File: src/shiftout_pkg.sv
package shiftout_pkg;
	localparam int WORD_BITS = 32;
	localparam int RESULT_BITS = 24;
	localparam int SUB_BITS = 5;
	localparam int EOC_POS = 31;
	localparam int CHAN_POS = 30;
	localparam int SIGN_POS = 29;
	localparam int MSB_POS = 28;
	localparam int LSB_POS = 5;
	localparam int CLK_FREQ_HZ = 100000000;
	localparam int EXT_MIN_FREQ_HZ = 2560;
	// Absence timeout: twice the slowest detectable period, in cycles
	localparam int EXT_TIMEOUT_CYCLES = 2 * (CLK_FREQ_HZ / EXT_MIN_FREQ_HZ);
	localparam int NOTCH_DIV = 2560;
	localparam int SCK_DIV = 8;
	localparam int CONV_CYCLES = 64;
	localparam logic [23:0] RESULT_POS_CLAMP = 24'h800000;
	localparam logic [23:0] RESULT_NEG_CLAMP = 24'h7FFFFF;
	typedef enum logic [1:0] {
		ST_CONVERT = 2'h0,
		ST_SLEEP = 2'h1,
		ST_OUTPUT = 2'h3
	} phase_t;
	typedef enum logic [1:0] {
		CLK_INT_60 = 2'h0,
		CLK_INT_50 = 2'h1,
		CLK_EXT = 2'h2
	} conv_clk_t;
endpackage

File: src/adc_result_shiftout.sv
`timescale 1ns/100ps
`default_nettype none
//////////////////////////////////////////////////////////////////////////////
//////////////////////////////////////////////////////////////////////////////
module adc_result_shiftout #(
	parameter int TIMEOUT_CYCLES = shiftout_pkg::EXT_TIMEOUT_CYCLES,
	parameter int CONV_LEN = shiftout_pkg::CONV_CYCLES,
	parameter int BUF_DEPTH = 2
) (
	// Clock and reset
	input wire logic core_clk_in,
	input wire logic resetn_in,
	// Sample from the filter
	input wire logic sample_valid_in,
	output logic sample_ready_out,
	input wire logic [shiftout_pkg::RESULT_BITS-1:0] sample_result_in,
	input wire logic [shiftout_pkg::SUB_BITS-1:0] sample_sub_in,
	input wire logic sample_positive_in,
	input wire logic sample_over_in,
	input wire logic sample_under_in,
	input wire logic sample_channel_in,
	// Serial link
	input wire logic chip_sel_n_in,
	input wire logic sck_in,
	output logic sck_out,
	output logic sck_oe_out,
	output logic sdo_out,
	output logic sdo_oe_out,
	// Conversion clock selection
	input wire logic rejection_select_clock_pin_in,
	output logic ext_clock_active_out,
	output logic reject_50hz_out,
	output logic conversion_start_out,
	output logic converting_out,
	output logic [15:0] notch_divider_out
);
	import shiftout_pkg::*;

	localparam int BUF_AW = (BUF_DEPTH > 1) ? $clog2(BUF_DEPTH) : 1;

	typedef struct packed {
		phase_t phase;
		logic [WORD_BITS-1:0] shift;
		logic [5:0] bit_cnt;
		logic started;
		logic int_sck;
		logic [2:0] div_cnt;
		logic [2:0] int_edges;
		logic cs_prev;
		logic sck_prev;
		logic f0_prev;
		logic [31:0] idle_cnt;
		logic ext_clk;
		logic [31:0] conv_cnt;
		logic start_pulse;
		logic sdo;
		logic sdo_oe;
		logic [BUF_AW:0] count;
		logic [BUF_AW-1:0] rd_ptr;
		logic [BUF_AW-1:0] wr_ptr;
	} state_t;

	state_t state_reg, state_next;
	logic [WORD_BITS-1:0] buf_mem [BUF_DEPTH];

	// Packs a filter sample into the output word with clamping
	function automatic logic [WORD_BITS-1:0] pack_word(input logic chan, input logic pos,
			input logic over, input logic under, input logic [23:0] res, input logic [4:0] sub);
		logic [WORD_BITS-1:0] w;
		w = '0;
		w[EOC_POS] = 1'b0;
		w[CHAN_POS] = chan;
		w[SIGN_POS] = pos;
		w[MSB_POS:LSB_POS] = res;
		w[LSB_POS-1:0] = sub;
		if (over) begin
			w[SIGN_POS] = 1'b1;
			w[MSB_POS:LSB_POS] = RESULT_POS_CLAMP;
			w[LSB_POS-1:0] = '0;
		end else if (under) begin
			w[SIGN_POS] = 1'b0;
			w[MSB_POS:LSB_POS] = RESULT_NEG_CLAMP;
			w[LSB_POS-1:0] = '1;
		end
		return w;
	endfunction

	logic buf_push;
	logic buf_pop;
	logic sck_now;
	logic sck_rise;
	logic sck_fall;
	logic cs_fall;

	assign sample_ready_out = (state_reg.count != (BUF_AW+1)'(BUF_DEPTH)) || buf_pop;
	assign buf_push = sample_valid_in && sample_ready_out;

	always_comb begin
		state_next = state_reg;
		state_next.start_pulse = 1'b0;
		buf_pop = 1'b0;
		cs_fall = state_reg.cs_prev && !chip_sel_n_in;
		state_next.cs_prev = chip_sel_n_in;
		// Mode pick at every select fall: low serial clock means external
		if (cs_fall) begin
			state_next.int_edges = sck_in ? 3'h1 : 3'h0;
		end
		// Internal mode overrides this below with the divided clock
		sck_now = sck_in;
		sck_rise = !state_reg.sck_prev && sck_now;
		sck_fall = state_reg.sck_prev && !sck_now;
		state_next.sck_prev = sck_now;

		// External conversion clock detect
		state_next.f0_prev = rejection_select_clock_pin_in;
		if (state_reg.f0_prev != rejection_select_clock_pin_in) begin
			if (state_reg.idle_cnt < 32'(TIMEOUT_CYCLES)) begin
				state_next.ext_clk = 1'b1;
			end
			state_next.idle_cnt = '0;
		end else if (state_reg.idle_cnt >= 32'(TIMEOUT_CYCLES)) begin
			state_next.ext_clk = 1'b0;
		end else begin
			state_next.idle_cnt = state_reg.idle_cnt + 32'd1;
		end

		unique case (state_reg.phase)
			ST_CONVERT: begin
				// No word in progress sees a clock source change: conv_cnt counts CONV_LEN cycles either way
				if (state_reg.conv_cnt >= 32'(CONV_LEN) && state_reg.count != '0) begin
					state_next.shift = buf_mem[state_reg.rd_ptr];
					buf_pop = 1'b1;
					state_next.rd_ptr = BUF_AW'(state_reg.rd_ptr + 1'b1);
					state_next.phase = ST_SLEEP;
				end else if (state_reg.conv_cnt < 32'(CONV_LEN)) begin
					state_next.conv_cnt = state_reg.conv_cnt + 32'd1;
				end
			end
			ST_SLEEP: begin
				// Level, not edge: a select held low through the conversion still reads
				if (!chip_sel_n_in) begin
					state_next.phase = ST_OUTPUT;
					state_next.started = 1'b0;
					state_next.bit_cnt = '0;
					state_next.int_sck = 1'b0;
					state_next.div_cnt = '0;
				end
			end
			ST_OUTPUT: begin
				if (chip_sel_n_in) begin
					if (state_reg.started) begin
						state_next.phase = ST_CONVERT;
						state_next.conv_cnt = '0;
						state_next.start_pulse = 1'b1;
					end else begin
						state_next.phase = ST_SLEEP;
					end
				end else begin
					if (state_reg.int_edges[0]) begin
						state_next.div_cnt = state_reg.div_cnt + 3'h1;
						if (state_reg.div_cnt == 3'(SCK_DIV / 2 - 1)) begin
							state_next.int_sck = !state_reg.int_sck;
							state_next.div_cnt = '0;
						end
						sck_now = state_reg.int_sck;
						sck_rise = !state_reg.sck_prev && sck_now;
						sck_fall = state_reg.sck_prev && !sck_now;
						state_next.sck_prev = sck_now;
					end
					if (sck_rise) begin
						state_next.started = 1'b1;
					end
					if (sck_fall && state_reg.started) begin
						state_next.shift = {state_reg.shift[WORD_BITS-2:0], 1'b1};
						state_next.bit_cnt = state_reg.bit_cnt + 6'h1;
						if (state_reg.bit_cnt == 6'(WORD_BITS - 1)) begin
							state_next.phase = ST_CONVERT;
							state_next.conv_cnt = '0;
							state_next.start_pulse = 1'b1;
						end
					end
				end
			end
			default: state_next.phase = ST_CONVERT;
		endcase

		if (buf_push) begin
			state_next.wr_ptr = BUF_AW'(state_reg.wr_ptr + 1'b1);
		end
		state_next.count = state_reg.count + (BUF_AW+1)'(buf_push) - (BUF_AW+1)'(buf_pop);

		state_next.sdo_oe = !chip_sel_n_in;
		if (state_next.phase == ST_OUTPUT && state_next.started) begin
			state_next.sdo = state_next.shift[WORD_BITS-1];
		end else begin
			state_next.sdo = (state_next.phase == ST_CONVERT);
		end
	end

	always_ff @(posedge core_clk_in) begin
		if (!resetn_in) begin
			state_reg <= '0;
			state_reg.phase <= ST_CONVERT;
			state_reg.cs_prev <= 1'b1;
			state_reg.sdo <= 1'b1;
		end else begin
			state_reg <= state_next;
		end
	end

	always_ff @(posedge core_clk_in) begin
		if (buf_push) begin
			buf_mem[state_reg.wr_ptr] <= pack_word(sample_channel_in, sample_positive_in,
				sample_over_in, sample_under_in, sample_result_in, sample_sub_in);
		end
	end

	assign sdo_out = state_reg.sdo;
	assign sdo_oe_out = state_reg.sdo_oe;
	assign sck_out = state_reg.int_sck;
	assign sck_oe_out = (state_reg.phase == ST_OUTPUT) && state_reg.int_edges[0] && !chip_sel_n_in;
	assign ext_clock_active_out = state_reg.ext_clk;
	assign reject_50hz_out = !state_reg.ext_clk && state_reg.f0_prev;
	assign notch_divider_out = state_reg.ext_clk ? 16'(NOTCH_DIV) : 16'h0000;
	assign conversion_start_out = state_reg.start_pulse;
	assign converting_out = (state_reg.phase == ST_CONVERT);
endmodule // adc_result_shiftout
`default_nettype wire

File: config.mk
export PLATFORM = sky130hd
export DESIGN_NAME = adc_result_shiftout
export DESIGN_NICKNAME = d
export VERILOG_FILES = /design/src/shiftout_pkg.sv /design/src/adc_result_shiftout.sv
export SDC_FILE = /design/constraint.sdc
export NUM_CORES = 1
export LEC_CHECK = 0
export ABC_AREA = 1
export BUFFER_PORTS_ARGS = -buffer_cell sky130_fd_sc_hd__clkbuf_2
export CAP_MARGIN = 20
export CORE_UTILIZATION = 40
export CTS_CLUSTER_DIAMETER = 150
export DETAILED_ROUTE_END_ITERATION = 10
export GPL_ROUTABILITY_DRIVEN = 0
export PLACE_DENSITY_LB_ADDON = 0.2
export SYNTH_ARGS = -nofsm -noshare
export SYNTH_HDL_FRONTEND = slang
export SYNTH_SLANG_ARGS = --single-unit
export TNS_END_PERCENT = 100
File: constraint.sdc
create_clock -name core_clk_in -period 6.9 [get_ports core_clk_in]
set_input_delay 1.38 -clock core_clk_in [delete_from_list [all_inputs] [get_ports core_clk_in]]
set_output_delay 1.38 -clock core_clk_in [all_outputs]
set_load 0.02 [all_outputs]
==> results by group <==
STA
  – RSZ-0062 raised after global routing: no
  – Highest Clock Rate: 257 MHz
  – Final TNS setup: 0 ns
  – Hold Violations, Final: 0
  – Clock skew: 0.0132 ns
  – Finish-stage setup viols: 0
  – Slew HR: 32.2%
  – Slew @ Worst Pin: 1.02 ns
  – Post-route minimum period: 3.89 ns
  – Final worst path period share: 56.4%
  – Max Slew Vio Count: 0

Clocking
  – Worst skew pair latency: 0.43 ns
  – # Post-CTS Setup Buffers: 0
  – Root Buffer: clkbuf_16
  – CTS tree: yes
  – Clock Sinks: 184
  – CTS Buffer Depth: 2
  – Clock Pin Slew Worst Setup and Hold Paths: 0.07 ns
  – # resized after CTS: 0
  – # hold bufs at CTS: 0
  – Total CTS buffers: 17
  – H-tree depth: 4

Setup path
  – CP top delay family: simple AND/OR/NAND/NOR gates
  – Slowest cell delay on critical path: 0.69 ns
  – WS Path Type: reg2out
  – Critical Path Fanout Max: 35
  – Worst Setup Start Kind: flop
  – Worst Path Arrival: 2.51 ns
  – Worst path buffer plus inverter count: 2
  – Worst Setup End Kind: primary output
  – Critical Path RT: 5.52 ns
  – CP max-delay cell: nand3_2
  – CP startpoint: state_reg[121]
  – Worst reg2reg path startpoint: state_reg[121]
  – Critical-path cell list: inv_1 -> ha_1 -> nand3_2 -> nand3b_1 -> clkbuf_2

Logic synthesis
  – Syn_area_per_cell: 8.65 um^2
  – Count of different cell masters after synthesis: 42
  – EDFF count, synth: 62
  – Seq cells post-synth: 184
  – Cells after synthesis: 945
  – Seq/Total Area, Yosys: 52.7%
  – Synth top area cells: dfxtp_1 30%, edfxtp_1 23%, nor2_1 9.0%
  – Ys flop type: dfxtp_1
  – Synth area leader: dfxtp_1
  – Yosys top cell area share: 29.9%
  – Fraction of registers with async set/reset: 0%
  – Synth warn: 0
  – Netlist Area Pre-Place: 8170 um^2

Power
  – Pwr Density: 283 nW/um^2
  – Worst IR Drop VDD: 0.148 mV
  – P_leak: 0.00359 uW

Detailed routing
  – WL met3: 406 um
  – DR WL/cell: 11.5 um
  – Met2 WL: 6.66 mm
  – Top routing layer in use: met4
  – ANT nets after route: 0
  – Vias per cell: 4.55
  – Drt drc: 0
  – Vias: 5704
  – First DRT Iteration DRCs: 250
  – M1 WL: 7.18 mm
  – Overall routed net length: 14.4 mm
  – 1st-pass router iterations: 4

Final layout
  – Area growth syn-to-layout: 11.4%
  – End-of-flow core utilization: 46.2%
  – Max reg flops: 116
  – Layout cells sized above 1: 14.1%
  – Antenna diodes: 0
  – Net count, final: 1026

Floorplanning
  – Die footprint: 21000 um^2
  – IO Count: 64
  – Rows: 51
  – Die width: 145 um
  – Initial cell density of the core: 41.5%
  – Core area: 19700 um^2
  – DIE HEIGHT: 145 um

Worst hold path
  – HP Start: state_reg[59]
  – Min-Delay Path Class: reg2reg

Global route
  – Initial antenna violation count: 0
  – Largest net degree at the start of global routing: 63
  – Vias in the first global route: 5396
  – Global-route usage over all layers: 14.5%
  – Total global routing overflow: 0
  – Global-route wire length before repair: 24.9 mm

Placed design
  – Port Buffers: 49
  – HPWL after DPL: 8.99 mm

Run status
  – Status: completed

Run
  – Max Cap Viol: 0
## cells in the final DEF (no fill, tap or decap), types with 6 or more instances in the layout
cell type,n
nor3_2,22
nand2_1,182
nor2_1,195
edfxtp_1,62
clkbuf_16,17
o21ai_0,13
xor2_1,16
nor3_1,6
o22ai_1,30
a21oi_1,34
clkbuf_2,49
inv_1,96
nand3_1,14
dfxtp_1,121
xnor2_1,6
ha_1,12
mux2i_1,31
inv_2,7
conb_1,14
## stage by stage
stage	instance area [um^2]	total power, uW	setup slack [ns]	hold WS (ns)	instances
after global routing	9100	2710	2.83	0.448	1253
final	9100	2580	3.01	0.430	1253
after CTS	9100	2610	2.95	0.436	1253
after detailed placement	8510	1630	3.28	0.426	1221
after global placement	8500	1620	3.34	0.415	1220
after floorplan	8220	1570	3.55	0.408	958
## area by class of cell
type,instances,area (um^2)
fillers,1932,10600
inverters,105,402
clock inverters,14,161
clock buffers,18,429
flip-flops and latches,184,4310
multi-input cells,613,3180
repair buffers,54,290
well taps,265,332
## cell usage after synthesis, drive strengths merged, types with 17 or more instances
master,number
nand3,17
mux2i,31
edfxtp,62
inv,105
clkbuf,17
nand2,189
buf,39
nor3,28
o22ai,31
a21oi,38
nor2,199
dfxtp,122
## cells by family (layout without fill, tap and decap cells)
group	after synthesis	in the layout	synth area share, %
AO/OA/AOI/OAI	88	88	6.31
XOR/XNOR	22	22	2.36
adder cells (fa/ha/maj)	12	12	1.84
buffers and inverters	161	191	9.06
flip-flops	184	184	52.7
multiplexers	31	31	3.80
other	1	14	0.0459
AND/OR/NAND/NOR	446	446	23.9
## path summary, 6_finish.rpt
kind	end	slack (ns)	depth (start not counted)
setup / recovery	sample_ready_out	3.01	5
hold / removal	state_reg[59]	0.43	2
setup reg to reg	state_reg[3]	3.87	11
hold reg to reg	state_reg[59]	0.43	2
## routing by layer
layer / vias to the layer above / GRT usage (%)
li1: 3045 / -
met1: 2568 / 18.5
met2: 79 / 23.9
met3: 12 / 3.21
met4: 0 / 5.11
met5: - / 0
## power by group
part	internal, uW	leakage, uW	total [uW]	switching, uW
clock network	544	0.000295	973	429
logic	115	0.00172	357	242
registers	1220	0.00158	1250	29.9
## worst reg2reg max path: cells and delay by family, from the launching register on
family	cells	cell delay [ns]
AO/OA/AOI/OAI	2	0.22
XOR/XNOR	1	0.18
adder cells (fa/ha/maj)	3	0.78
buffers and inverters	2	0.14
flip-flops	1	0.35
AND/OR/NAND/NOR	3	1.27
Note: power is estimated with default switching activity, not from simulation.
